[config.mk]
export PLATFORM = sky130hd
export DESIGN_NAME = ldo_regs
export DESIGN_NICKNAME = d
export VERILOG_FILES = /design/src/logic/ldo_pkg.sv /design/src/logic/ldo_ctrl_reg.sv /design/src/logic/ldo_regs.sv
export SDC_FILE = /design/constraint.sdc
export NUM_CORES = 1
export LEC_CHECK = 0
export ABC_CLOCK_PERIOD_IN_PS = 1100
export BUFFER_PORTS_ARGS = -buffer_cell sky130_fd_sc_hd__buf_2
export CELL_PAD_IN_SITES_DETAIL_PLACEMENT = 1
export CELL_PAD_IN_SITES_GLOBAL_PLACEMENT = 1
export CORE_AREA = 2 2 76 71
export CTS_CLUSTER_SIZE = 20
export DETAILED_ROUTE_END_ITERATION = 8
export DIE_AREA = 0 0 78 73
export GPL_TIMING_DRIVEN = 0
export PLACE_DENSITY_LB_ADDON = 0.2
export SETUP_SLACK_MARGIN = 0.15
export SYNTH_ARGS = -nofsm -noshare
export SYNTH_HDL_FRONTEND = slang
export SYNTH_SLANG_ARGS = --single-unit
[constraint.sdc]
create_clock -name CORE_CLK_I -period 1.1 [get_ports CORE_CLK_I]
set_input_delay 0.11 -clock CORE_CLK_I [delete_from_list [all_inputs] [get_ports CORE_CLK_I]]
set_output_delay 0.11 -clock CORE_CLK_I [all_outputs]
set_load 0.03 [all_outputs]
[src/logic/ldo_pkg.sv]
/*
 Package for the regulator control register bank: offsets, field positions,
 reset values and widths. Assumes an 8-bit address/data register port.
*/
package ldo_pkg;
   localparam int unsigned ADDR_W = 8;
   localparam int unsigned DATA_W = 8;
   localparam logic [7:0] AUX_LDO_B_CONTROL_ADDR = 8'h6d;
   localparam logic [7:0] SD_CARD_LDO_CONTROL_ADDR = 8'h6e;
   localparam logic [7:0] IO_3V3_LDO_CONTROL_ADDR = 8'h6f;
   localparam int unsigned OFF_SLEEP_SEL_BIT = 7;
   localparam int unsigned LOWPOWER_EN_BIT = 6;
   localparam int unsigned STANDBY_OFF_BIT = 5;
   localparam int unsigned ENABLE_BIT = 4;
   localparam int unsigned AUX_VCODE_W = 4;
   localparam int unsigned SHORT_VCODE_W = 2;
   localparam logic [7:0] FIXED_RESET_VALUE = 8'h00;
   localparam logic [7:0] UNMAPPED_READ_VALUE = 8'h00;
   localparam logic [7:0] AUX_WRITE_MASK = 8'hff;
   localparam logic [7:0] SHORT_WRITE_MASK = 8'hf3;
   localparam logic [7:0] OTP_LOAD_MASK_AUX = 8'h1f;
   localparam logic [7:0] OTP_LOAD_MASK_SHORT = 8'h13;
endpackage

[src/logic/ldo_ctrl_reg.sv]
/*
 One regulator control register: holds fixed-reset control bits and
 OTP-loaded enable and voltage bits. Assumes synchronous active-low reset
 and OTP defaults that are stable while reset is applied.
*/
`timescale 1ns/1ns
module ldo_ctrl_reg #(
   parameter logic [7:0] WRITE_MASK = 8'hff,
   parameter logic [7:0] OTP_MASK = 8'h1f
) (
   // Clock and reset
   input wire logic clk_i,
   input wire logic rst_n_i,
   // Write port
   input wire logic wr_i,
   input wire logic [7:0] wdata_i,
   // Reset defaults
   input wire logic [7:0] otp_i,
   // Stored value
   output logic [7:0] value_o
);
   logic [7:0] value_q;
   logic [7:0] value_d;

   always_comb begin
      value_d = value_q;
      if (!rst_n_i) begin
         // Fixed bits clear, enable and code come from OTP
         value_d = (ldo_pkg::FIXED_RESET_VALUE & ~OTP_MASK) | (otp_i & OTP_MASK);
      end else if (wr_i) begin
         // Unimplemented bits are masked so they stay zero
         value_d = wdata_i & WRITE_MASK;
      end
   end

   always_ff @(posedge clk_i) begin
      value_q <= value_d;
   end

   assign value_o = value_q;
endmodule

[src/logic/ldo_regs.sv]
/*
 Control register bank for three linear regulators: auxiliary LDO B,
 SD-card LDO and 3.3 V I/O LDO. Reached over the device's internal
 8-bit register port behind the serial host interface; the host may read
 and write at any time. OTP defaults arrive as static inputs.
// Operation
// aux_ldo_b bit 7: off or sleep
// aux_ldo_b bit 6: low-power enable
// aux_ldo_b bit 5: off in standby
// aux_ldo_b bit 4: regulator enable
// aux_ldo_b bits 3:0: voltage code
// sd_card_ldo at 0x6E, code 1:0
// sd_card_ldo bit 7: off or sleep
// sd_card_ldo bit 6: low-power enable
// sd_card_ldo bit 5: off in standby
// sd_card_ldo bit 4: regulator enable
// io_3v3_ldo at 0x6F, same layout
// io_3v3_ldo bit 7: off or sleep
// io_3v3_ldo bit 6: low-power enable
// io_3v3_ldo bit 5: off in standby
// io_3v3_ldo bit 4: regulator enable
// Host accesses allowed at any time
// Reset clears control, loads OTP fields
// Unmapped addresses read zero, ignore writes
// Bits 3:2 of short registers read zero
*/
`timescale 1ns/1ns
module ldo_regs (
   // Clock and reset
   input wire logic CORE_CLK_I,
   input wire logic RST_N_I,
   // Register port from the host interface
   input wire logic [7:0] REG_ADDR_I,
   input wire logic REG_WR_I,
   input wire logic REG_RD_I,
   input wire logic [7:0] REG_WDATA_I,
   output logic [7:0] REG_RDATA_O,
   // OTP defaults, static after start-up
   input wire logic [7:0] OTP_AUX_LDO_B_I,
   input wire logic [7:0] OTP_SD_CARD_LDO_I,
   input wire logic [7:0] OTP_IO_3V3_LDO_I,
   // Regulator controls, auxiliary LDO B
   output logic AUX_LDO_B_OFF_SLEEP_SEL_O,
   output logic AUX_LDO_B_LOWPOWER_EN_O,
   output logic AUX_LDO_B_STANDBY_OFF_O,
   output logic AUX_LDO_B_ENABLE_O,
   output logic [3:0] AUX_LDO_B_VOLTAGE_CODE_O,
   // Regulator controls, SD-card LDO
   output logic SD_CARD_LDO_OFF_SLEEP_SEL_O,
   output logic SD_CARD_LDO_LOWPOWER_EN_O,
   output logic SD_CARD_LDO_STANDBY_OFF_O,
   output logic SD_CARD_LDO_ENABLE_O,
   output logic [1:0] SD_CARD_LDO_O,
   // Regulator controls, 3.3 V I/O LDO
   output logic IO_3V3_LDO_OFF_SLEEP_SEL_O,
   output logic IO_3V3_LDO_LOWPOWER_EN_O,
   output logic IO_3V3_LDO_STANDBY_OFF_O,
   output logic IO_3V3_LDO_ENABLE_O,
   output logic [1:0] IO_3V3_LDO_O
);
   logic [7:0] aux_q;
   logic [7:0] sd_q;
   logic [7:0] io_q;
   logic wr_aux;
   logic wr_sd;
   logic wr_io;
   logic [7:0] rdata_q;
   logic [7:0] rdata_d;

   function automatic logic hit(input logic [7:0] addr, input logic [7:0] base);
      hit = (addr == base);
   endfunction

   // No busy or state gating: writes land whenever presented
   assign wr_aux = REG_WR_I & hit(REG_ADDR_I, ldo_pkg::AUX_LDO_B_CONTROL_ADDR);
   assign wr_sd = REG_WR_I & hit(REG_ADDR_I, ldo_pkg::SD_CARD_LDO_CONTROL_ADDR);
   assign wr_io = REG_WR_I & hit(REG_ADDR_I, ldo_pkg::IO_3V3_LDO_CONTROL_ADDR);

   ldo_ctrl_reg #(
      .WRITE_MASK(ldo_pkg::AUX_WRITE_MASK),
      .OTP_MASK(ldo_pkg::OTP_LOAD_MASK_AUX)
   ) u_aux (
      .clk_i(CORE_CLK_I),
      .rst_n_i(RST_N_I),
      .wr_i(wr_aux),
      .wdata_i(REG_WDATA_I),
      .otp_i(OTP_AUX_LDO_B_I),
      .value_o(aux_q)
   );

   ldo_ctrl_reg #(
      .WRITE_MASK(ldo_pkg::SHORT_WRITE_MASK),
      .OTP_MASK(ldo_pkg::OTP_LOAD_MASK_SHORT)
   ) u_sd (
      .clk_i(CORE_CLK_I),
      .rst_n_i(RST_N_I),
      .wr_i(wr_sd),
      .wdata_i(REG_WDATA_I),
      .otp_i(OTP_SD_CARD_LDO_I),
      .value_o(sd_q)
   );

   ldo_ctrl_reg #(
      .WRITE_MASK(ldo_pkg::SHORT_WRITE_MASK),
      .OTP_MASK(ldo_pkg::OTP_LOAD_MASK_SHORT)
   ) u_io (
      .clk_i(CORE_CLK_I),
      .rst_n_i(RST_N_I),
      .wr_i(wr_io),
      .wdata_i(REG_WDATA_I),
      .otp_i(OTP_IO_3V3_LDO_I),
      .value_o(io_q)
   );

   // Read data registered; held between reads
   always_comb begin
      rdata_d = rdata_q;
      if (!RST_N_I) begin
         rdata_d = ldo_pkg::UNMAPPED_READ_VALUE;
      end else if (REG_RD_I) begin
         case (REG_ADDR_I)
            ldo_pkg::AUX_LDO_B_CONTROL_ADDR: begin
               rdata_d = aux_q;
            end
            ldo_pkg::SD_CARD_LDO_CONTROL_ADDR: begin
               rdata_d = sd_q;
            end
            ldo_pkg::IO_3V3_LDO_CONTROL_ADDR: begin
               rdata_d = io_q;
            end
            default: begin
               rdata_d = ldo_pkg::UNMAPPED_READ_VALUE;
            end
         endcase
      end
   end

   always_ff @(posedge CORE_CLK_I) begin
      rdata_q <= rdata_d;
   end

   assign REG_RDATA_O = rdata_q;

   // Outputs come straight from the register flops
   assign AUX_LDO_B_OFF_SLEEP_SEL_O = aux_q[ldo_pkg::OFF_SLEEP_SEL_BIT];
   assign AUX_LDO_B_LOWPOWER_EN_O = aux_q[ldo_pkg::LOWPOWER_EN_BIT];
   assign AUX_LDO_B_STANDBY_OFF_O = aux_q[ldo_pkg::STANDBY_OFF_BIT];
   assign AUX_LDO_B_ENABLE_O = aux_q[ldo_pkg::ENABLE_BIT];
   assign AUX_LDO_B_VOLTAGE_CODE_O = aux_q[ldo_pkg::AUX_VCODE_W-1:0];
   assign SD_CARD_LDO_OFF_SLEEP_SEL_O = sd_q[ldo_pkg::OFF_SLEEP_SEL_BIT];
   assign SD_CARD_LDO_LOWPOWER_EN_O = sd_q[ldo_pkg::LOWPOWER_EN_BIT];
   assign SD_CARD_LDO_STANDBY_OFF_O = sd_q[ldo_pkg::STANDBY_OFF_BIT];
   assign SD_CARD_LDO_ENABLE_O = sd_q[ldo_pkg::ENABLE_BIT];
   assign SD_CARD_LDO_O = sd_q[ldo_pkg::SHORT_VCODE_W-1:0];
   assign IO_3V3_LDO_OFF_SLEEP_SEL_O = io_q[ldo_pkg::OFF_SLEEP_SEL_BIT];
   assign IO_3V3_LDO_LOWPOWER_EN_O = io_q[ldo_pkg::LOWPOWER_EN_BIT];
   assign IO_3V3_LDO_STANDBY_OFF_O = io_q[ldo_pkg::STANDBY_OFF_BIT];
   assign IO_3V3_LDO_ENABLE_O = io_q[ldo_pkg::ENABLE_BIT];
   assign IO_3V3_LDO_O = io_q[ldo_pkg::SHORT_VCODE_W-1:0];
endmodule

Word-level counts from Yosys, hierarchy flattened --
Index checks and enable logic that the tools add are counted.
Word-level totals: bits of input ports 44, register bits 28, output and inout bits 28
Operators by class: bitwise operators 3, mux-type cells 7, equality and inequality tests 6
Operator list (count):
- $mux W5 | 6
- $eq A8 B7 Y1 const B | 3
- $pmux W8 S3 | 1
- $ne A2 B1 Y1 const B | 3
- $and A1 B1 Y1 | 3

Logic depth before layout (Yosys ltp) --
depth after elaboration 4, depth in mapped cells 5

By module --
A second synthesis with hierarchy kept.
Second synthesis, totals: cell total of the unflattened synthesis 124, area, all modules 1507.7 um^2
By module, submodules not included:
- ldo_regs | cells each 65, sequential area each 160.2 um^2, area an instance 640.6 um^2, times used 1
- ldo_ctrl_reg (u_io ...) | cells each 19, sequential area each 150.1 um^2, area an instance 257.7 um^2, times used 2
- ldo_ctrl_reg (u_aux) | cells each 21, sequential area each 210.2 um^2, area an instance 351.6 um^2, times used 1

Worst setup path after synthesis --
No wires, ideal clock.
path type register -> register, from register u_io.value_q[0] (netlist: u_io.value_o[0]), to register rdata_q[0] (netlist: REG_RDATA_O[0]), data arrival time 1104 ps, slack -127 ps, stages on the path, launching flop included 4, buffers on the path 0, cells stage by stage edfxtp_1 mux2_2 a221oi_1 nor3_1
Between the ends: longest elaborated chain between the ends 1
RTL lines:
- from (decl) | line ldo_ctrl_reg.sv:22 | logic [7:0] value_q;
- from (signal assigned) | line ldo_ctrl_reg.sv:37 | value_q <= value_d;
- $pmux W8 S3 | line ldo_regs.sv:121 | case (REG_ADDR_I)
- to (signal assigned) | line ldo_regs.sv:139 | rdata_q <= rdata_d;
- to (decl) | line ldo_regs.sv:67 | logic [7:0] rdata_q;
Every way passes these cells. A chain may end at the register's enable or synchronous reset.

Worst setup path after layout --
Same ends and word-level chain as after synthesis.

==> metrics.txt <==
status=complete, but fails checks; failing checks=setup timing; crit path buf inv count=0; Slew @ Worst Pin=~0.47 ns; number of DRC markers in iteration 0=22; FMAX=898 MHz; warnings from Yosys=0; post-synth top area share=0.250; H-tree depth=1; Clock Pin Slew Worst Setup and Hold Paths=0.10 ns; Rows=25; sequential fraction of the synthesis area=0.492; initial antenna violation count=0; fin crit share=1.01; CP Launch Type=flip-flop; routed metal-1 wire length=1760 microns; Num CTS Buffers=3; clock latency on the worst-skew pair=0.28 ns; total gr overflow=0; crit-path cells=mux2_4, a221oi_2, nor3_1; worst path required time=about 1.3 ns; DRC=0; largest net degree at the start of global routing=17; Routed Antenna Nets=0; NumNets Final=249; CP Class=reg -> reg; hold buffers post-CTS=0; Pleak=~0.94 nW; Syn Nets=176; core area=0.00500 sq mm; Mapped Cells=132; RSZ-0062 raised after global routing=yes; Final Max Slew Viols=0; Area Overhead vs Synth=57.3%; worst rel slew slack=0.689; setup ws final=-0.0137 ns; PortBufs=55; die width=78 microns; post-synth top area cell=dfxtp_1; clk root buf=clkbuf_8; Worst path depth=3; Vias per Instance=4.74; vias=around 1,300; DR pass1 iterations=4; max incr delay on CP=0.43 ns; Top Family by Delay on Critical Path=flip-flops; met2 wire len=2300 microns; placed cell count=254; final RePlAce weighted congestion=0.714; fin crit period=1.11 ns; Ports=72; total die area=0.00569 sq mm; Crit-path slowest cell=edfxtp_1; top sig layer=met4; syn_area_per_cell=10.3 sq um; Initial Utilization=0.272; endpoints failing setup=2; worst-path maximum fanout=2; Die Ht=73 microns; Fill cells=between 600 and 700; Post-Layout Cell Count=271; overall power=roughly 2.4 mW; max_cap viols=0; final hold slack=between 0.1 and 0.15 ns; first-pass GRT wire length=roughly 6900 microns; clk sinks=28; Total Routing Usage GR=0.154; critical path arrival=between 1 and 1.5 ns; Synth Cell Area=0.00136 sq mm; top cells by count, synth=dfxtp_1 (17), nand2_1 (17), edfxtp_1 (11), inv_1 (10); pre-CTS setup slack=-0.298 ns; Clock Skew=0.00118 ns; Peak VDD IR=~0.44 mV; Synth Register Bits=28; layout cell share with drive strength beyond 1=0.559; FFs w/ async S/R, synth=0; vias in the first global route=approximately 1,400; Longest Clk Path Bufs=2; crit end category=flip-flop; r2r worst-path depth=3; Hold Path Depth=3; Most used DFF post-synth=dfxtp_1; Routed Wire Length=roughly 4300 microns; HPWL after DPL=3250 microns; pwr dens=1120 mW/mm^2; setup TNS=-0.0209 ns; CTS tree=built; hold crit path type=in -> reg; post-DR wirelength/cell=15.8 microns; synth unique cells=26; routed length on met3=184 microns; Final Hold Fails=0; diode count=0; EDFF count, synth=11; Synth area leaders=dfxtp_1 (25%), edfxtp_1 (24%), mux2i_1 (6.6%)
worst reg2reg max path: stages (launching register included):
cell      delay (ns)
edfxtp_1        0.43
mux2_4          0.28
a221oi_2        0.21
nor3_1          0.07
registers in the layout (all words and copies together), names as in the netlist:
register and count:
REG_RDATA_O 8, u_io.value_o 6, u_sd.value_o 6, u_aux.value_o 8
final timing paths:
kind | end | startpoint | slack [ns]
worst min-delay path | REG_RDATA_O[1]$_SDFFE_PN0P_ | REG_ADDR_I[0] | 0.12
worst min register to register | u_sd.value_o[7]$_SDFFE_PN0P_ | u_sd.value_o[7]$_SDFFE_PN0P_ | 0.48
worst max register to register | REG_RDATA_O[0]$_SDFFE_PN0P_ | u_io.value_o[0]$_DFFE_PP_ | -0.01
worst max-delay path | REG_RDATA_O[0]$_SDFFE_PN0P_ | u_io.value_o[0]$_DFFE_PP_ | -0.01
cells by family after synthesis:
family	share of synthesized area
simple gates	0.176
flops	0.492
compound gates	0.115
buf+inv	0.0853
mux	0.132
final cells by class:
cell class                      count  area (sq um)  area share
Buffer                             10          90.1      0.0420
Clock buffer                        3          41.3      0.0192
Clock inverter                      1          30.0      0.0140
Inverter                           10          37.5      0.0175
Multi-Input combinational cell     84           658       0.307
Sequential cell                    28           699       0.326
Tap cell                           67          83.8      0.0391
Timing Repair Buffer               68           505       0.236
power breakdown:
part           leakage [nW]  internal (mW)  switching, mW  total (mW)
sequential            0.252           1.11         0.0286        1.14
combinational         0.651          0.207          0.227       0.434
clock                0.0357          0.488          0.352       0.840
stage by stage:
| stage | area [sq um] | utilization |
|---|---|---|
| after floorplan | 1460 | - |
| after global placement | 1820 | 0.364 |
| after detailed placement | 1820 | 0.364 |
| after CTS | 2050 | 0.410 |
| after global routing | 2150 | 0.429 |
| final | 2150 | 0.429 |
repair_timing:
item / in CTS / in global routing
pin swaps: 2 / 3
resized for setup: 30 / 34
buffers inserted: 9 / 4
setup endpoints to repair: 28 / 44
gates cloned: 0 / 0
metal layers:
metal	vias up	track usage
met5	-	0
met3	6	0.0285
met2	35	0.298
met4	0	0.0390
met1	628	0.176
li1	615	-
cells in the final DEF (no fill, tap or decap), types with 7 or more instances in the layout:
cell type and instances:
mux2i_1 9, inv_1 10, buf_4 23, nor2b_1 7, buf_6 20, o21ai_0 9, edfxtp_1 11, nand2_1 15
buf_2 28
Power figures use the tool's default switching activity.
